## config.mk

```make
export PLATFORM = sky130hd
export DESIGN_NAME = ppi_core
export DESIGN_NICKNAME = d
export VERILOG_FILES = /design/src/shared/ppi_pkg.sv /design/src/logic/ppi_parity.sv /design/src/logic/ppi_core.sv
export SDC_FILE = /design/constraint.sdc
export NUM_CORES = 1
export LEC_CHECK = 0
export ABC_AREA = 1
export BUFFER_PORTS_ARGS = -buffer_cell sky130_fd_sc_hd__buf_2
export CAP_MARGIN = 15
export CORE_MARGIN = 1.5
export CORE_UTILIZATION = 45
export DETAILED_ROUTE_END_ITERATION = 8
export PLACE_DENSITY_LB_ADDON = 0.1
export SYNTH_ARGS = -nofsm -noshare
export SYNTH_HDL_FRONTEND = slang
export SYNTH_SLANG_ARGS = --single-unit
```

## constraint.sdc

```tcl
create_clock -name core_clk -period 0.8 [get_ports core_clk]
set_input_delay 0.16 -clock core_clk [delete_from_list [all_inputs] [get_ports core_clk]]
set_output_delay 0.16 -clock core_clk [all_outputs]
set_load 0.03 [all_outputs]
```

## src/shared/ppi_pkg.sv

```systemverilog
// Shared constants and carriers for the bus pin interface
package ppi_pkg;
   localparam int unsigned AD_W = 32;
   localparam int unsigned CBE_W = 4;
   localparam logic [3:0] CMD_IO_RD = 4'h2;
   localparam logic [3:0] CMD_IO_WR = 4'h3;
   localparam logic [3:0] CMD_MEM_RD = 4'h6;
   localparam logic [3:0] CMD_MEM_WR = 4'h7;
   localparam logic [3:0] CMD_CFG_RD = 4'hA;
   localparam logic [3:0] CMD_CFG_WR = 4'hB;
   localparam logic [3:0] CBE_ALL_ON = 4'h0;
   localparam logic [31:0] BAR_MASK = 32'hFFFF_F000;
   localparam logic [31:0] BAR_RESET = 32'h0000_0000;
   localparam logic [31:0] CFG_RD_RESET = 32'h0000_0000;
   localparam logic [1:0] AUX_PRESENT = 2'h1;
   localparam logic [1:0] AUX_ABSENT = 2'h0;
   // Request from the user side for one single-word master cycle
   typedef struct packed {
      logic [31:0] addr;
      logic [31:0] data;
      logic [3:0] cmd;
      logic [3:0] be_n;
   } ppi_mreq_s;
   // One observed target access handed to the user side
   typedef struct packed {
      logic [31:0] addr;
      logic [31:0] data;
      logic [3:0] be_n;
      logic is_cfg;
      logic is_wr;
   } ppi_tacc_s;
   typedef enum logic [2:0] {
      ST_IDLE, ST_REQ, ST_ADDR, ST_DATA, ST_TURN, ST_T_DATA, ST_T_TURN
   } ppi_state_e;
endpackage

```

## src/logic/ppi_parity.sv

```systemverilog
`timescale 1ns/1ns
// Even parity over one address or data phase
module ppi_parity (
   // Phase content
   input wire logic [31:0] ad,
   input wire logic [3:0] cbe,
   // Result
   output logic par
);
   always_comb begin
      par = ^{ad, cbe};
   end
endmodule

```

## src/logic/ppi_core.sv

```systemverilog
`timescale 1ns/1ns
// Pin-level bus interface: target, master, parity, error and power pins
// Notes on behaviour
// - Parity is even, one clock after phase
// - Command in address phase, byte enables after
// - Command lines driven only while mastering
// - Master holds frame until its last data phase
// - Initiator ready marks master data readiness
// - Target ready marks target data readiness
// - Stop from target ends master transaction
// - Configuration cycles answered only with select high
// - Device select asserted on own address decode
// - Request low asks bus; floats in reset
// - Data parity errors reported on parity error
// - Address parity errors pull system error
// - Interrupt line low while enabled source pending
// - All bus signals on rising clock edge
// - Power event pulls event line low
// - Clock-run line asserts clock still needed
// - Aux select drives card to aux rail
// - Supply sense inputs are active high
// - Main power gone shields wake logic from reset
// - Aux sense sets reported aux power value
module ppi_core (
   // Clock and reset
   input wire logic core_clk,
   input wire logic arst_n,
   // Address/data and command lines
   input wire logic [31:0] ad_i,
   output logic [31:0] ad_o,
   output logic ad_oe,
   input wire logic [3:0] cbe_n_i,
   output logic [3:0] cbe_n_o,
   output logic cbe_oe,
   input wire logic par_i,
   output logic par_o,
   output logic par_oe,
   // Handshake lines
   input wire logic frame_n_i,
   output logic frame_n_o,
   output logic frame_oe,
   input wire logic irdy_n_i,
   output logic irdy_n_o,
   output logic irdy_oe,
   input wire logic trdy_n_i,
   output logic trdy_n_o,
   output logic trdy_oe,
   input wire logic stop_n_i,
   output logic stop_n_o,
   output logic stop_oe,
   input wire logic devsel_n_i,
   output logic devsel_n_o,
   output logic devsel_oe,
   input wire logic idsel,
   // Arbitration
   output logic req_n_o,
   output logic req_oe,
   input wire logic gnt_n,
   // Error and interrupt lines
   input wire logic perr_n_i,
   output logic perr_n_o,
   output logic perr_oe,
   output logic serr_oe,
   output logic inta_oe,
   // Power management pins
   output logic pme_oe,
   input wire logic clkrun_n_i,
   output logic clkrun_oe,
   output logic aux_sel,
   input wire logic main_supply_sense,
   input wire logic aux_supply_sense,
   // User side
   input wire ppi_pkg::ppi_mreq_s mreq,
   input wire logic mreq_valid,
   output logic mreq_ready,
   output logic mdone,
   output logic mstopped,
   output ppi_pkg::ppi_tacc_s tacc,
   output logic tacc_valid,
   input wire logic [31:0] trd_data,
   input wire logic [31:0] bar_base,
   input wire logic [3:0] irq_src,
   input wire logic [3:0] irq_en,
   input wire logic codec_wake,
   input wire logic dsp_wake,
   input wire logic pme_en,
   input wire logic pme_clear,
   input wire logic clk_needed,
   output logic par_err_flag,
   output logic aux_pwr_cap
);
   import ppi_pkg::*;

   // Sync stages for the asynchronous supply sense pins
   logic [1:0] msense_reg, msense_next, asense_reg, asense_next;
   // Bus state
   ppi_state_e state_reg, state_next;
   logic [31:0] ad_reg, ad_next;
   logic ad_oe_reg, ad_oe_next;
   logic [3:0] cbe_reg, cbe_next;
   logic cbe_oe_reg, cbe_oe_next;
   logic req_oe_reg;
   logic par_o_reg, par_oe_reg;
   logic frame_reg, frame_next, irdy_reg, irdy_next;
   logic mst_oe_reg, mst_oe_next;
   logic trdy_reg, trdy_next, stop_reg, stop_next, devsel_reg, devsel_next;
   logic tgt_oe_reg, tgt_oe_next;
   logic req_reg, req_next;
   logic mready_reg, mready_next, mdone_reg, mdone_next, mstop_reg, mstop_next;
   ppi_tacc_s tacc_reg, tacc_next;
   logic tvalid_reg, tvalid_next;
   // Receive parity check
   logic [31:0] rx_ad_reg;
   logic [3:0] rx_cbe_reg;
   logic rx_chk_reg, rx_chk_next, rx_addr_reg, rx_addr_next;
   logic perr_reg, perr_next, serr_reg, serr_next, perr_flag_reg, perr_flag_next;
   // Misc pins
   logic inta_reg, inta_next, pme_reg, pme_next, clkrun_reg, clkrun_next;
   logic aux_sel_reg, aux_sel_next, aux_cap_reg, aux_cap_next;
   logic tx_par, rx_par;
   logic addr_hit, cfg_hit;
   logic prev_frame_n;

   ppi_parity u_tx_par (
      .ad(ad_reg),
      .cbe(cbe_n_i), // Bus value, so target reads cover the master's enables
      .par(tx_par)
   );
   ppi_parity u_rx_par (
      .ad(rx_ad_reg),
      .cbe(rx_cbe_reg),
      .par(rx_par)
   );

   // Target decode in the address phase
   always_comb begin
      cfg_hit = idsel && (cbe_n_i == CMD_CFG_RD || cbe_n_i == CMD_CFG_WR);
      addr_hit = ((ad_i & BAR_MASK) == (bar_base & BAR_MASK)) &&
         (cbe_n_i == CMD_MEM_RD || cbe_n_i == CMD_MEM_WR);
   end

   // Bus sequencer, next values
   always_comb begin
      state_next = state_reg;
      ad_next = ad_reg;
      ad_oe_next = 1'b0;
      cbe_next = cbe_reg;
      cbe_oe_next = cbe_oe_reg;
      frame_next = 1'b1;
      irdy_next = 1'b1;
      mst_oe_next = mst_oe_reg;
      trdy_next = 1'b1;
      stop_next = 1'b1;
      devsel_next = 1'b1;
      tgt_oe_next = 1'b0;
      req_next = req_reg;
      mready_next = 1'b0;
      mdone_next = 1'b0;
      mstop_next = 1'b0;
      tacc_next = tacc_reg;
      tvalid_next = 1'b0;
      rx_chk_next = 1'b0;
      rx_addr_next = 1'b0;
      case (state_reg)
         ST_IDLE: begin
            cbe_oe_next = 1'b0;
            mst_oe_next = 1'b0;
            if (frame_n_i == 1'b0 && prev_frame_n && (cfg_hit || addr_hit)) begin
               tacc_next.addr = ad_i;
               tacc_next.is_cfg = cfg_hit;
               tacc_next.is_wr = cbe_n_i[0];
               devsel_next = 1'b0;
               trdy_next = 1'b0;
               stop_next = 1'b0; // single-word target only
               tgt_oe_next = 1'b1;
               ad_oe_next = ~cbe_n_i[0];
               ad_next = trd_data;
               state_next = ST_T_DATA;
            end else if (mreq_valid) begin
               req_next = 1'b0;
               state_next = ST_REQ;
            end
         end
         ST_REQ: begin
            // Idle bus and grant both needed before the address phase
            if (gnt_n == 1'b0 && frame_n_i && irdy_n_i) begin
               req_next = 1'b1;
               mready_next = 1'b1;
               ad_next = mreq.addr;
               ad_oe_next = 1'b1;
               cbe_next = mreq.cmd;
               cbe_oe_next = 1'b1;
               frame_next = 1'b0;
               mst_oe_next = 1'b1;
               state_next = ST_ADDR;
            end
         end
         ST_ADDR: begin
            ad_next = mreq.data;
            ad_oe_next = mreq.cmd[0];
            cbe_next = mreq.be_n;
            frame_next = 1'b1; // last data phase
            irdy_next = 1'b0;
            state_next = ST_DATA;
         end
         ST_DATA: begin
            ad_oe_next = ad_oe_reg;
            irdy_next = 1'b0;
            if (trdy_n_i == 1'b0 || stop_n_i == 1'b0) begin
               ad_oe_next = 1'b0;
               irdy_next = 1'b1;
               mdone_next = 1'b1;
               mstop_next = trdy_n_i;
               tacc_next.data = ad_i;
               state_next = ST_TURN;
            end
         end
         ST_TURN: begin
            // Drive deasserted levels one clock before releasing
            cbe_oe_next = 1'b0;
            mst_oe_next = 1'b0;
            state_next = ST_IDLE;
         end
         ST_T_DATA: begin
            ad_oe_next = ad_oe_reg;
            tgt_oe_next = 1'b1;
            trdy_next = 1'b0;
            stop_next = 1'b0;
            devsel_next = 1'b0;
            if (irdy_n_i == 1'b0) begin
               ad_oe_next = 1'b0;
               trdy_next = 1'b1;
               stop_next = 1'b1;
               devsel_next = 1'b1;
               tacc_next.data = tacc_reg.is_wr ? ad_i : ad_reg;
               tacc_next.be_n = cbe_n_i;
               tvalid_next = 1'b1;
               rx_chk_next = tacc_reg.is_wr;
               state_next = ST_T_TURN;
            end
         end
         ST_T_TURN: begin
            state_next = ST_IDLE;
         end
         default: state_next = ST_IDLE;
      endcase
      if (frame_n_i == 1'b0 && prev_frame_n && state_reg == ST_IDLE) begin
         rx_addr_next = 1'b1;
      end
      if (state_reg == ST_DATA && ~mreq.cmd[0] && trdy_n_i == 1'b0) begin
         rx_chk_next = 1'b1;
      end
   end

   // Parity check one clock after the sampled phase
   always_comb begin
      perr_next = 1'b1;
      serr_next = 1'b0;
      perr_flag_next = perr_flag_reg;
      if (rx_chk_reg && rx_par != par_i) begin
         perr_next = 1'b0;
         perr_flag_next = 1'b1;
      end
      if (rx_addr_reg && rx_par != par_i) begin
         serr_next = 1'b1;
         perr_flag_next = 1'b1;
      end
   end

   // Side pins; pme stays latched until software clears it
   always_comb begin
      msense_next = {msense_reg[0], main_supply_sense};
      asense_next = {asense_reg[0], aux_supply_sense};
      inta_next = |(irq_src & irq_en);
      pme_next = pme_reg;
      if (pme_clear) begin
         pme_next = 1'b0;
      end
      if (pme_en && (codec_wake || dsp_wake)) begin
         pme_next = 1'b1; // set beats clear
      end
      clkrun_next = clk_needed && clkrun_n_i;
      aux_sel_next = pme_en && asense_reg[1];
      aux_cap_next = asense_reg[1] ? AUX_PRESENT[0] : AUX_ABSENT[0];
   end

   // Bus registers follow the bus reset
   always_ff @(posedge core_clk or negedge arst_n) begin
      if (!arst_n) begin
         state_reg <= ST_IDLE;
         ad_reg <= CFG_RD_RESET;
         ad_oe_reg <= 1'b0;
         cbe_reg <= CBE_ALL_ON;
         cbe_oe_reg <= 1'b0;
         req_oe_reg <= 1'b0;
         par_o_reg <= 1'b0;
         par_oe_reg <= 1'b0;
         frame_reg <= 1'b1;
         irdy_reg <= 1'b1;
         mst_oe_reg <= 1'b0;
         trdy_reg <= 1'b1;
         stop_reg <= 1'b1;
         devsel_reg <= 1'b1;
         tgt_oe_reg <= 1'b0;
         req_reg <= 1'b1;
         mready_reg <= 1'b0;
         mdone_reg <= 1'b0;
         mstop_reg <= 1'b0;
         tacc_reg <= '0;
         tvalid_reg <= 1'b0;
         rx_ad_reg <= '0;
         rx_cbe_reg <= '0;
         rx_chk_reg <= 1'b0;
         rx_addr_reg <= 1'b0;
         perr_reg <= 1'b1;
         serr_reg <= 1'b0;
         perr_flag_reg <= 1'b0;
         inta_reg <= 1'b0;
         clkrun_reg <= 1'b0;
         prev_frame_n <= 1'b1;
      end else begin
         state_reg <= state_next;
         ad_reg <= ad_next;
         ad_oe_reg <= ad_oe_next;
         cbe_reg <= cbe_next;
         cbe_oe_reg <= cbe_oe_next;
         req_oe_reg <= 1'b1; // floats until reset ends
         par_o_reg <= tx_par;
         par_oe_reg <= ad_oe_reg;
         frame_reg <= frame_next;
         irdy_reg <= irdy_next;
         mst_oe_reg <= mst_oe_next;
         trdy_reg <= trdy_next;
         stop_reg <= stop_next;
         devsel_reg <= devsel_next;
         tgt_oe_reg <= tgt_oe_next;
         req_reg <= req_next;
         mready_reg <= mready_next;
         mdone_reg <= mdone_next;
         mstop_reg <= mstop_next;
         tacc_reg <= tacc_next;
         tvalid_reg <= tvalid_next;
         rx_ad_reg <= ad_i;
         rx_cbe_reg <= cbe_n_i;
         rx_chk_reg <= rx_chk_next;
         rx_addr_reg <= rx_addr_next;
         perr_reg <= perr_next;
         serr_reg <= serr_next;
         perr_flag_reg <= perr_flag_next;
         inta_reg <= inta_next;
         clkrun_reg <= clkrun_next;
         prev_frame_n <= frame_n_i;
      end
   end

   // Wake logic and aux sense sync: bus reset is ignored while main power is absent
   logic wake_rst_n;
   always_comb begin
      wake_rst_n = arst_n || !msense_reg[1];
   end
   always_ff @(posedge core_clk or negedge wake_rst_n) begin
      if (!wake_rst_n) begin
         pme_reg <= 1'b0;
         aux_sel_reg <= 1'b0;
         aux_cap_reg <= 1'b0;
         asense_reg <= 2'h0;
      end else begin
         pme_reg <= pme_next;
         aux_sel_reg <= aux_sel_next;
         aux_cap_reg <= aux_cap_next;
         asense_reg <= asense_next;
      end
   end
   // Sense sync never reset by the bus, so the shield holds through it
   always_ff @(posedge core_clk) begin
      msense_reg <= msense_next;
   end

   always_comb begin
      ad_o = ad_reg;
      ad_oe = ad_oe_reg;
      cbe_n_o = cbe_reg;
      cbe_oe = cbe_oe_reg;
      par_o = par_o_reg;
      par_oe = par_oe_reg;
      frame_n_o = frame_reg;
      frame_oe = mst_oe_reg;
      irdy_n_o = irdy_reg;
      irdy_oe = mst_oe_reg;
      trdy_n_o = trdy_reg;
      trdy_oe = tgt_oe_reg;
      stop_n_o = stop_reg;
      stop_oe = tgt_oe_reg;
      devsel_n_o = devsel_reg;
      devsel_oe = tgt_oe_reg;
      req_n_o = req_reg;
      req_oe = req_oe_reg;
      perr_n_o = perr_reg;
      perr_oe = ~perr_reg;
      serr_oe = serr_reg;
      inta_oe = inta_reg;
      pme_oe = pme_reg;
      clkrun_oe = clkrun_reg;
      aux_sel = aux_sel_reg;
      mreq_ready = mready_reg;
      mdone = mdone_reg;
      mstopped = mstop_reg;
      tacc = tacc_reg;
      tacc_valid = tvalid_reg;
      par_err_flag = perr_flag_reg;
      aux_pwr_cap = aux_cap_reg;
   end

   a_par_follows: assert property (@(posedge core_clk) disable iff (!arst_n)
      ad_oe_reg |=> par_oe_reg && par_o_reg == $past(tx_par))
      else $error("parity not one clock after driven phase");
   a_cbe_master: assert property (@(posedge core_clk) disable iff (!arst_n)
      cbe_oe_reg |-> mst_oe_reg)
      else $error("command lines driven while not master");
   a_frame_len: assert property (@(posedge core_clk) disable iff (!arst_n)
      (state_reg == ST_ADDR) |-> !frame_reg && mst_oe_reg)
      else $error("frame not asserted in address phase");
   a_irdy_data: assert property (@(posedge core_clk) disable iff (!arst_n)
      (state_reg == ST_ADDR) |=> !irdy_reg)
      else $error("initiator ready missing after address");
   a_stop_end: assert property (@(posedge core_clk) disable iff (!arst_n)
      (state_reg == ST_DATA && !stop_n_i) |=> state_reg == ST_TURN ##1 state_reg == ST_IDLE)
      else $error("master did not end on stop");
   a_cfg_idsel: assert property (@(posedge core_clk) disable iff (!arst_n)
      (state_reg == ST_IDLE && !frame_n_i && prev_frame_n && !idsel && !addr_hit) |=> devsel_reg)
      else $error("claimed cycle without select");
   a_grant_first: assert property (@(posedge core_clk) disable iff (!arst_n)
      (state_reg == ST_REQ && gnt_n) |=> state_reg != ST_ADDR)
      else $error("master started without grant");
   a_int_level: assert property (@(posedge core_clk) disable iff (!arst_n)
      |(irq_src & irq_en) [*2] |-> inta_reg)
      else $error("interrupt not held while pending");
   a_perr_report: assert property (@(posedge core_clk) disable iff (!arst_n)
      (rx_chk_reg && rx_par != par_i) |=> !perr_reg && perr_flag_reg)
      else $error("parity error not reported");
   c_master_done: cover property (@(posedge core_clk) disable iff (!arst_n) mdone_reg && !mstop_reg);
   c_master_stop: cover property (@(posedge core_clk) disable iff (!arst_n) mstop_reg);
   c_target_acc: cover property (@(posedge core_clk) disable iff (!arst_n) tvalid_reg && tacc_reg.is_cfg);
   c_pme_set: cover property (@(posedge core_clk) disable iff (!arst_n) pme_reg);
endmodule

```

## After elaboration in Yosys (flattened, before gate mapping)

Index checks and enable logic that the tools add are counted.

- Logic and storage cells: 156
- Register bits: 174

- Reductions and logical operators: 42
- Multiplexer cells: 50
- Equal/unequal tests: 18
- Bitwise gates (word level): 9

Operator list:

| cell | number |
|---|---|
| $mux 32 | 4 |
| $pmux 32 s3 | 1 |
| $reduce_xor 36->1 | 2 |
| $pmux 32 s2 | 1 |
| $mux 36 | 1 |
| $mux 1 | 29 |
| $eq 20x20->1 | 1 |
| $mux 3 | 5 |
| $pmux 3 s5 | 1 |
| $logic_and 1x1->1 | 14 |
| $ne 2x2->1 const B | 6 |
| $reduce_bool 2->1 | 6 |
| $pmux 1 s2 | 5 |
| $reduce_and 2->1 | 5 |
| $eq 4x3->1 const B | 2 |
| $eq 4x4->1 const B | 2 |
| $not 1->1 | 8 |
| $pmux 4 s2 | 1 |
| $reduce_and 4->1 | 2 |
| $eq 3x2->1 const B | 2 |
| $eq 3x3->1 const B | 2 |
| $logic_or 1x1->1 | 6 |
| $reduce_and 3->1 | 2 |
| $pmux 1 s5 | 1 |
| 10 further kinds | 10 |

## Depth between registers and ports, before layout

Gate-level depths: netlist of run 1.

- Depth after elaboration: 7
- Mapped depth: 15

## Cells and area by module

A second synthesis of run 1 with hierarchy kept.

- Cell total of the unflattened synthesis: 1204
- Area total of the unflattened synthesis: 9048.7 um2

Modules (own cells, without submodules):

| module | area each (um2) | instances | cells each |
|---|---|---|---|
| ppi_core | 7549.7 | 1 | 850 |
| ppi_parity | 749.5 | 2 | 177 |

## Least setup slack after synthesis of run 1

Ideal clock, no wire load.

- Kind: reg2reg
- From: reg state_reg[1]
- To: reg ad_reg[12] (netlist: ad_o[12])
- Cell stages (with the launch flop): 12
- Buffers on the path: 1
- Path slack: -783 ps
- Arrival time: 1464 ps
- Library setup time: 118 ps
- Required time: 682 ps
- Cell sequence: dfrtp_1 > nor2_2 > inv_2 > nor2_4 > inv_2 > nand2_1 > inv_2 > a21oi_4 > nand2_2 > buf_6 > nand2_1 > nand2_1

- Longest elaborated chain between the ends: 3

Ends and longest elaborated chain:

| item | line | source |
|---|---|---|
| start: declaration | ppi_core.sv:97 | `ppi_state_e state_reg, state_next;` |
| start signal: assignment | ppi_core.sv:322 | `state_reg <= state_next;` |
| $eq 3x1->1 (tied with other cells) | ppi_core.sv:164 | `case (state_reg)` |
| $ne 2x2->1 (no source line) or $reduce_bool 3->1 (tied branches) | - |  |
| $reduce_and 3->1 (no source line) | - |  |
| end signal: assignment | ppi_core.sv:323 | `ad_reg <= ad_next;` |
| end: declaration | ppi_core.sv:98 | `logic [31:0] ad_reg, ad_next;` |

Parallel ways exist; a longest one is shown, timed or not.
A chain may end at the register's enable or synchronous reset.

## Worst setup path after layout of run 1

- From: reg state_reg[0]
- To: reg tacc_reg (netlist bit tacc[11])

- Longest elaborated chain between the ends: 3

Ends and longest elaborated chain:

| item | line | source |
|---|---|---|
| $eq 3x2->1 or $eq 3x3->1 (tied branches) | ppi_core.sv:164 |  |
| $ne 2x2->1 (no source line) or $reduce_bool 2->1 (tied branches) | - |  |
| $reduce_and 3->1 (no source line) | - |  |
| end signal: assignment | ppi_core.sv:341 | `tacc_reg <= tacc_next;` |
| end: declaration | ppi_core.sv:110 | `ppi_tacc_s tacc_reg, tacc_next;` |

Parallel ways exist; a longest one is shown, timed or not.

==> metrics.yaml, run 1 <==
start_kind: "register"
grt_max_degree: 33
post-dp-hpwl_um: 21400
grt_usage_pct: 32.4
grt-ovfl-total: 0
post-synth-top-area-cell: "dfrtp_1"
synth_fp_nets: 1310
largest_reg_flops: 70
rsz0062_at_grt: "yes"
drv_slew: 0
synthTopCellsByArea: "dfrtp_1, nand2_1, nand3_1, xnor2_1, a221oi_1"
timing.fmax_mhz: 563
ctsHtreeMaxLevel: 4
syn-cell-area_um2: 8690
drt_wl_total_um: 36700
avgSynthCellArea_um2: 7.86
drtPass1Iterations: 5
ir_drop_v: 0.00346
fin_ws_ps: -976
seq_power_share_pct: 21.3
chipWidth_um: 142
drt_iter0_drc: 753
regToRegSetupSlack_ps: -980
power_frac_clock_pct: 15.3
synth_warnings: 0
vias: 10500
cellPowerDensity_nw_per_um2: 4160
drc_errors: 0
status: "finished with violations"
drive_above_1_share_pct: 47.7
dieArea_um2: 20200
violations: "negative setup slack"
cap_viol_max_count: 0
final_nets: 1927
period_share_pct: 222
hold_viol_final: 0
grt_pass1_wl_um: 50100
cts_made_buffers: 17
antenna_found_initial: 3
synth-seq-area-share_pct: 50.1
min_path_type: "primary input to register"
via_per_inst: 5.23
utilization_pct: 84.6
cts-root-buf: "clkbuf_16"
skew_ps: 9.30
power_w: 0.0663
arrival_ps: 2110
path_class: "register to register"
end_kind: "register"
p_sw_share_pct: 43.7
cp_max_fo: 6
area_growth_pct: 83.3
finalSetupViolCount: 261
ys_ff_latch: 174
hold_ws_ps: 4.91
p_switching_w: 0.0290
intPower_w: 0.0373
clockBufferDepth: 2
wl_per_cell_um: 18.4
core-area_um2: 18800
clkSlewWorstSetupHoldPaths_ps: 70
clk_latency_ps: 440
combPwrFrac_pct: 63.5
rows: 50
required_ps: 1140
synth.distinct_cells: 38
fin_crit_ps: 1780
antenna_left: 0
p_leak_nw: 8.39
die_y_um: 142
tns_ps: -151850
syn-instance-count: 1106
yosysTopAreaCellShare_pct: 47.8
gp_congestion: 0.935
first_global_vias: 9684
floorplan.initialDensity_pct: 46.2
cts_tree: "built"
io_pins: 335
io_buffers: 320
clock_sinks: 174
==> routing by layer <==
layer	track usage, %	vias to the layer above	share of wire (%)	wire length [um]
li1	-	4752	-	-
met1	40.2	5018	38	14000
met5	0	-	0.033	12
met4	14.8	2	5.2	1900
met2	55.7	542	50	18500
met3	4.98	141	6.0	2220
==> worst max-delay path, stage by stage, from the launching register on <==
cell	delay [ps]
dfrtp_2	450
inv_2	90
nor2_4	40
inv_2	100
nor2_4	60
nand2_4	90
inv_4	50
nor2_4	310
buf_6	210
a221oi_2	40
nor2_1	230
==> synthesized netlist by cell type (all sizes together) <==
cell type  number
o22ai           3
o21ai          14
buf            33
xor2           11
nor3           33
conb            1
o32ai           1
nand3          82
o211ai          2
ha              4
dfstp           6
nor3b           1
inv            71
and3            1
xnor2          41
nor2           65
a22oi           1
nand2         505
dfxtp           2
clkbuf         13
a31oi           4
a221oi         32
dfrtp         166
nand3b          3
nand4           3
nand2b          4
a21oi           4
==> layout make-up <==
type / instances / area [um^2]
sequential: 174 / 4390
timing repair buffer: 644 / 5630
fill: 1025 / 2900
inverter: 71 / 282
tap: 260 / 325
multi-input combinational: 815 / 4580
antenna: 2 / 5.00
clock inverter: 12 / 254
clock buffer: 20 / 457
==> layout by cell type, fill, tap and decap left out, drive strengths merged, types with 6 or more instances in the layout <==
cell	synthesis	final
dfstp	6	6
dlygate4sd3	0	62
a221oi	32	32
nor2	65	65
nor3	33	33
xnor2	41	41
nand3	82	82
inv	71	73
xor2	11	11
o21ai	14	14
clkbuf	13	24
nand2	505	505
buf	33	578
dfrtp	166	166
bufinv	0	7
==> cells by family (layout without fill, tap and decap cells) <==
family,Yosys count,count (layout),share of synthesized area (%)
AND/OR/NAND/NOR,697,697,32.7
flip-flops,174,174,50.1
adder cells (fa/ha/maj),4,4,0.576
buffers and inverters,117,747,6.04
XOR/XNOR,52,52,5.24
AO/OA/AOI/OAI,61,61,5.30
other,1,3,0.0431
==> final timing paths <==
| path | to | from | cells past startpoint |
|---|---|---|---|
| worst max register to register | tacc[11]$_DFFE_PN0P_ | state_reg[0]$_DFFE_PN0P_ | 10 |
| worst max-delay path | tacc[11]$_DFFE_PN0P_ | state_reg[0]$_DFFE_PN0P_ | 10 |
| worst min-delay path | tacc[15]$_DFFE_PN0P_ | ad_i[9] | 3 |
| min in group asynchronous | rx_ad_reg[7]$_DFF_PN0_ | arst_n | 2 |
| max in group asynchronous | asense_reg[0]$_DFF_PN0_ | arst_n | 5 |
| worst min register to register | pme_oe$_DFFE_PN0P_ | msense_reg[1]$_DFF_P_ | 1 |
==> power by group through the flow <==
stage	clock network [W]	logic, W	registers [W]
after floorplan	0	0.0133	0.0182
after global placement	0	0.0274	0.0133
after detailed placement	0	0.0279	0.0133
after global routing	0.0105	0.0446	0.0143
after CTS	0.0101	0.0368	0.0138
final	0.0101	0.0421	0.0141
==> stage by stage <==
step                cell area [um^2]  instances  setup WS [ps]
floorplan                       8800       1106           -783
global placement               11800       1780          -1120
detailed placement             11800       1780          -1140
CTS                            15000       1930           -799
global route                   15900       1998          -1110
finish                         15900       1998           -976
==> what timing repair did <==
| item | in CTS | in global routing |
|---|---|---|
| endpoints found under the setup margin | 261 | 261 |
| hold buffers | 62 | 0 |
| hold endpoints to repair | 224 | 0 |
| gates cloned | 4 | 5 |
| pin swaps | 26 | 43 |
| resized for setup | 421 | 109 |
| setup buffers | 55 | 76 |
Power figures use the tool's default switching activity.
==> run 2, diff against run 1 <==
--- a/config.mk
+++ b/config.mk
@@ -12,6 +12,7 @@
 export CORE_UTILIZATION = 45
 export DETAILED_ROUTE_END_ITERATION = 8
 export PLACE_DENSITY_LB_ADDON = 0.1
+export REMOVE_ABC_BUFFERS = 1
 export SYNTH_ARGS = -nofsm -noshare
 export SYNTH_HDL_FRONTEND = slang
 export SYNTH_SLANG_ARGS = --single-unit
==> run 2 against run 1 <==
  * The run still ends with negative setup slack left
  * Highest routed layer is now met4
  * Sequential share of layout area up 0.15 points
  * Critical path depth decreased by 2
  * Fmax down 4.3%
  * Final cell count fell by 0.80%
  * Die area unchanged
==> metrics.yaml, run 2 (synthesis gave the netlist of run 1 again) <==
status: "finished with violations"  # unchanged
violations: "negative setup slack"  # unchanged
crit_chain: "xnor2_2 > xnor2_2 > xnor2_1 > nand2_1 > nand2_1 > nand2_1 > nand3_1 > nand2_1"  # was inv_2 > nor2_4 > inv_2 > nor2_4 > nand2_4 > inv_4 > nor2_4 > buf_6 > a221oi_2 > nor2_1
drt_wl_total_um: 38800  # was 36700 um
mostFrequentLayoutCells: "nand2_1, buf_2, buf_6"  # was nand2_1, buf_4, buf_2
start_kind: "register"  # unchanged
drv_slew: 0  # unchanged
nFillCells: 1047  # was 1025
clockBufferDepth: 2  # unchanged
floorplan.initialDensity_pct: 46.2  # unchanged
ctsHtreeMaxLevel: 4  # unchanged
dieArea_um2: 20200  # unchanged
intPower_w: 0.0367  # was 0.0373 W
cts_made_buffers: 17  # unchanged
multi_input_area_um2: 4490  # was 4580 um^2
post-dp-hpwl_um: 21700  # was 21400 um
first_global_vias: 9783  # was 9684
power_frac_clock_pct: 14.5  # was 15.3%
clkSlewWorstSetupHoldPaths_ps: 70  # about the same
area_growth_pct: 80.8  # was 83.3%
fin_crit_ps: 1860  # was 1780 ps
grt-ovfl-total: 0  # unchanged
layout_commonest_cell: "nand2_1"  # unchanged
hold_ws_ps: 5.50  # was 4.91 ps
path_class: "register to register"  # unchanged
seq_power_share_pct: 21.2  # was 21.3%
timing.fmax_mhz: 539  # was 563 MHz
p_leak_nw: 8.27  # was 8.39 nW
min_path_type: "primary input to register"  # unchanged
place_area_um2: 11600  # was 11800 um^2
drtPass1Iterations: 7  # was 5
use_met3_pct: 5.72  # was 4.98%
clock_sinks: 174  # unchanged
largest_reg_flops: 70  # unchanged
core-area_um2: 18800  # unchanged
cap_viol_max_count: 0  # unchanged
regArea_um2: 4360  # was 4390 um^2
antenna_found_initial: 4  # was 3
vias: 10600  # was 10500
drc_errors: 0  # unchanged
crit_slowest_cell: "dfrtp_1"  # was dfrtp_2
required_ps: 1120  # was 1140 ps
end_kind: "register"  # unchanged
rows: 50  # unchanged
chipWidth_um: 142  # unchanged
drt_iter0_drc: 621  # was 753
finalInstanceArea_um2: 15700  # was 15900 um^2
io_buffers: 320  # unchanged
grt_usage_pct: 33.5  # was 32.4%
busiest_layer: "met2"  # unchanged
die_y_um: 142  # unchanged
via_per_inst: 5.37  # was 5.23
gp_congestion: 0.943  # was 0.935
p_switching_w: 0.0296  # was 0.0290 W
slowest_delay_ps: 460  # was 450 ps
cts_tree: "built"  # unchanged
io_pins: 335  # unchanged
final_nets: 1909  # was 1927
period_share_pct: 232  # was 222%
use_met1_pct: 41.0  # was 40.2%
cpMostUsedCell: "nand2_1"  # was nor2_4
cp_max_fo: 2  # was 6
clk_latency_ps: 450  # was 440 ps
cts-root-buf: "clkbuf_16"  # unchanged
wl_per_cell_um: 19.6  # was 18.4 um
grt_pass1_wl_um: 51300  # was 50100 um
fin_ws_ps: -1060  # was -976 ps
arrival_ps: 2180  # was 2110 ps
finalSetupViolCount: 261  # unchanged
utilization_pct: 83.4  # was 84.6%
combPwrFrac_pct: 64.3  # was 63.5%
cellPowerDensity_nw_per_um2: 4220  # was 4160 nW/um^2
grt_max_degree: 35  # was 33
critPathTopFamily: "XOR/XNOR gates"  # was simple AND/OR/NAND/NOR gates
rsz0062_at_grt: "yes"  # unchanged
worst-path-buf-inv: 0  # was 4
drive_above_1_share_pct: 43.9  # was 47.7%
hold_viol_final: 0  # unchanged
power_w: 0.0663  # about the same
antenna_left: 0  # unchanged
ir_drop_v: 0.00311  # was 0.00346 V
skew_ps: 17.7  # was 9.30 ps
grtUsageMet2_pct: 57.4  # was 55.7%
p_sw_share_pct: 44.7  # was 43.7%
[run 2: cell types whose count changed in the layout (fill, tap and decap cells not counted), sizes merged]
cell / before / now
buf: 578 / 561
bufbuf: 0 / 2
bufinv: 7 / 5
clkbuf: 24 / 26
clkinv: 1 / 2
clkinvlp: 2 / 0
diode: 2 / 4
dlygate4sd3: 62 / 56
inv: 73 / 77
[run 2: power by group through the flow]
stage | Sequential (W) | Clock (W) | Combinational (W)
after floorplan | 0.0182 | 0 | 0.0120
after global placement | 0.0132 | 0 | 0.0270
after detailed placement | 0.0132 | 0 | 0.0275
after CTS | 0.0135 | 0.00950 | 0.0346
after global routing | 0.0142 | 0.00995 | 0.0447
final | 0.0141 | 0.00961 | 0.0427
[run 2: metal layers]
metal | wire length, um | part of all wire [%]
met2 | 19300 | 50
met1 | 14000 | 36
met4 | 2620 | 6.8
met3 | 2930 | 7.5
met5 | 0 | 0
[run 2: timing repair]
action	4_1_cts	5_1_grt
hold buffers	56	0
endpoints found under the setup margin	261	262
pin swaps	23	27
endpoints found under the hold margin	212	0
gates cloned	7	9
gates resized for setup	390	127
setup buffers	50	69
[run 2: layout make-up]
class                      instances  share of cell area (%)
clock inverter                    13                    1.42
multi-input combinational        815                    28.6
tap                              260                    2.07
inverter                          71                    1.79
clock buffer                      19                    2.82
timing repair buffer             626                    35.5
antenna                            4                  0.0637
sequential                       174                    27.7
[run 2: final timing paths]
| path | start | endpoint | slack (ps) | cells after the start |
|---|---|---|---|---|
| max | ad_o[13]$_DFFE_PN0P_ | par_o$_DFF_PN0_ | -1060 | 8 |
| min | ad_i[2] | rx_ad_reg[2]$_DFF_PN0_ | 6 | 2 |
| max reg2reg | ad_o[13]$_DFFE_PN0P_ | par_o$_DFF_PN0_ | -1060 | 8 |
| min reg2reg | msense_reg[1]$_DFF_P_ | asense_reg[1]$_DFF_PN0_ | 120 | 1 |
| max in group asynchronous | arst_n | pme_oe$_DFFE_PN0P_ | 80 | 4 |
| min in group asynchronous | msense_reg[1]$_DFF_P_ | asense_reg[1]$_DFF_PN0_ | 120 | 1 |
[run 2: metrics by stage]
stage	setup slack, ps	cells	TNS [ps]
3_3_place_gp	-1090	1777	-115990
6_report	-1060	1982	-160960
2_1_floorplan	-1780	1060	-160210
4_1_cts	-803	1916	-143250
5_1_grt	-1110	1982	-169000
3_5_place_dp	-1200	1777	-122490
[run 2: worst register-to-register path: cells and delay by family, from the launching register on]
| kind | cells | cell delay [ps] |
|---|---|---|
| and+or+nand+nor | 5 | 460 |
| DFF | 1 | 460 |
| xor gates and xnor gates | 3 | 820 |
==> run 3, diff against run 2 <==
--- a/config.mk
+++ b/config.mk
@@ -11,7 +11,8 @@
 export CORE_MARGIN = 1.5
 export CORE_UTILIZATION = 45
 export DETAILED_ROUTE_END_ITERATION = 8
-export PLACE_DENSITY_LB_ADDON = 0.1
+export HOLD_SLACK_MARGIN = 0.02
+export PLACE_DENSITY = 0.77
 export REMOVE_ABC_BUFFERS = 1
 export SYNTH_ARGS = -nofsm -noshare
 export SYNTH_HDL_FRONTEND = slang
==> run 3 against run 2 <==
  * The run ends with design-rule violations, negative setup slack left
  * Critical path depth increased by 5
  * Sequential cell count unchanged
  * Worst hold slack improved by 32 ps
  * Global-route usage rose by 5.6 points
  * Sequential power barely moved
  * Final cell count grew 2.1%
  * Critical path type unchanged
  * Largest cell class unchanged
==> metrics.yaml, run 3 (synthesis gave the netlist of run 1 again) <==
seq_power_share_pct: 20.5  # was 21.2%
tightest_slew_ps: 569
cts-root-buf: "clkbuf_16"  # unchanged
chipWidth_um: 142  # unchanged
rr_worst_depth: 13  # was 8
drt_wl_total_um: 54200  # was 38800 um
worst-path-buf-inv: 6  # was 0
combPwrFrac_pct: 67.4  # was 64.3%
intPower_w: 0.0366  # was 0.0367 W
wl_per_cell_um: 26.8  # was 19.6 um
start_kind: "register"  # unchanged
use_met3_pct: 7.67  # was 5.72%
dieArea_um2: 20200  # unchanged
grt-ovfl-total: 0  # unchanged
period_share_pct: 279  # was 232%
dpl.cell_count: 1774  # was 1777
cp_max_fo: 31  # was 2
timing.rr.end: "ad_o[20]$_DFFE_PN0P_"  # was par_o$_DFF_PN0_
arrival_ps: 2560  # was 2180 ps
p_switching_w: 0.0338  # was 0.0296 W
finalSetupViolCount: 263  # was 261
post-dp-hpwl_um: 21600  # was 21700 um
drt_iter0_drc: 1594  # was 621
grtUsageMet2_pct: 67.9  # was 57.4%
p_leak_nw: 8.65  # was 8.27 nW
ir_drop_v: 0.00383  # was 0.00311 V
rsz0062_at_grt: "yes"  # unchanged
grt_max_degree: 45  # was 35
hold_viol_final: 0  # unchanged
antenna_found_initial: 2  # was 4
floorplan.initialDensity_pct: 46.2  # unchanged
utilization_pct: 88.0  # was 83.4%
clock_sinks: 174  # unchanged
crit_slowest_cell: "dfrtp_2"  # was dfrtp_1
required_ps: 1120  # about the same
antenna_left: 0  # unchanged
instances_no_fill: 2023  # was 1982
violations: "design-rule violations, negative setup slack"  # was negative setup slack
first_global_vias: 11000  # was 9783
critPathTopFamily: "simple AND/OR/NAND/NOR gates"  # was XOR/XNOR gates
end_kind: "register"  # unchanged
io_pins: 335  # unchanged
use_met1_pct: 42.5  # was 41.0%
drtPass1Iterations: 9  # was 7
power_frac_clock_pct: 12.2  # was 14.5%
skew_ps: 17.3  # was 17.7 ps
cap_viol_max_count: 0  # unchanged
drc_errors: 3  # was 0
final_nets: 1951  # was 1909
timing.fmax_mhz: 447  # was 539 MHz
layout_commonest_cell: "nand2_1"  # unchanged
drv_slew: 0  # unchanged
clk_latency_ps: 450  # about the same
largest_reg_flops: 70  # unchanged
nFillCells: 705  # was 1047
rows: 50  # unchanged
slowest_delay_ps: 440  # was 460 ps
crit_chain: "inv_2 > nor2_4 > inv_4 > nor2_4 > inv_2 > nand2_4 > clkinv_4 > buf_4 > buf_12 > nand2_1 > nand3_1 > nand3_1 > nand2_1"  # was xnor2_2 > xnor2_2 > xnor2_1 > nand2_1 > nand2_1 > nand2_1 > nand3_1 > nand2_1
via_per_inst: 6.25  # was 5.37
drive_above_1_share_pct: 50.5  # was 43.9%
vias: 12600  # was 10600
core-area_um2: 18800  # unchanged
io_buffers: 320  # unchanged
regToRegSetupSlack_ps: -1440  # was -1060 ps
cellPowerDensity_nw_per_um2: 4250  # was 4220 nW/um^2
hold_ws_ps: 37.1  # was 5.50 ps
min_path_type: "primary input to register"  # unchanged
grt_pass1_wl_um: 59500  # was 51300 um
fin_ws_ps: -1440  # was -1060 ps
status: "finished with violations"  # unchanged
r2r-start: "state_reg[0]$_DFFE_PN0P_"  # was ad_o[13]$_DFFE_PN0P_
min_from: "ad_i[31]"  # was ad_i[2]
busiest_layer: "met2"  # unchanged
grt_usage_pct: 39.1  # was 33.5%
hold_path_end: "rx_ad_reg[31]$_DFF_PN0_"  # was rx_ad_reg[2]$_DFF_PN0_
mostFrequentLayoutCells: "nand2_1, buf_6, buf_4"  # was nand2_1, buf_2, buf_6
die_y_um: 142  # unchanged
slew_headroom_pct: 61.8
clockBufferDepth: 2  # unchanged
min_path_cells: 2  # unchanged
p_sw_share_pct: 48.0  # was 44.7%
path_class: "register to register"  # unchanged
gp_congestion: 0.921  # was 0.943
cts_made_buffers: 17  # unchanged
fin_crit_ps: 2240  # was 1860 ps
clkSlewWorstSetupHoldPaths_ps: 80  # was 70 ps
area_growth_pct: 90.7  # was 80.8%
cts_tree: "built"  # unchanged
ctsHtreeMaxLevel: 4  # unchanged
[run 3: cell count changes in the layout (fill, tap and decap cells not counted), sizes merged, moves of 2 or more]
cell,before,now
dlygate4sd3,56,61
buf,561,595
clkinv,2,9
bufinv,5,1
inv,77,74
clkinvlp,0,2
[run 3: how the worst max path moves through the flow]
stage	from	to	slack, ps	cells past startpoint
after floorplan	state_reg[1]$_DFFE_PN0P_	ad_o[0]$_DFFE_PN0P_	-1780	10
after global placement	cbe_n_i[0]	ad_o[16]$_DFFE_PN0P_	-1110	15
after detailed placement	cbe_n_i[0]	ad_o[31]$_DFFE_PN0P_	-1190	15
after CTS	state_reg[0]$_DFFE_PN0P_	tacc[60]$_DFFE_PN0P_	-860	9
after global routing	state_reg[0]$_DFFE_PN0P_	ad_o[20]$_DFFE_PN0P_	-1420	13
final	state_reg[0]$_DFFE_PN0P_	ad_o[20]$_DFFE_PN0P_	-1440	13
[run 3: routing by layer]
metal	share of wire (%)	wire length [um]
met1	29	15900
met2	44	23700
met3	14	7590
met4	13	6910
met5	0.14	75
[run 3: final cells by class]
class                      instances  area (um^2)  share of cell area (%)
antenna                            3         7.51                  0.0453
timing repair buffer             668         6100                    36.8
multi-input combinational        815         4930                    29.7
tap                              260          325                    1.96
clock inverter                    15          139                   0.838
sequential                       174         4360                    26.3
inverter                          71          294                    1.77
clock buffer                      17          425                    2.57
[run 3: metrics by stage]
step / total power (W) / setup TNS (ps) / area (um^2) / worst slack (ps)
2_1_floorplan: 0.0302 / -160210 / 8430 / -1780
3_3_place_gp: 0.0401 / -113910 / 11600 / -1110
3_5_place_dp: 0.0409 / -121570 / 11600 / -1190
4_1_cts: 0.0579 / -149790 / 14900 / -861
5_1_grt: 0.0720 / -198330 / 16600 / -1420
6_report: 0.0704 / -193670 / 16600 / -1440
[run 3: power groups by stage]
stage / clock network (W) / registers [W] / logic [W]
after floorplan: 0 / 0.0182 / 0.0120
after global placement: 0 / 0.0132 / 0.0269
after detailed placement: 0 / 0.0133 / 0.0277
after CTS: 0.00812 / 0.0136 / 0.0362
after global routing: 0.00878 / 0.0144 / 0.0488
final: 0.00856 / 0.0144 / 0.0475
[run 3: timing repair]
action / in CTS / in global routing
endpoints found under the hold margin: 222 / 0
hold buffers: 61 / 0
setup endpoints to repair: 261 / 261
gates resized for setup: 421 / 243
cloned: 10 / 11
pin swaps: 34 / 62
buffers inserted: 67 / 90
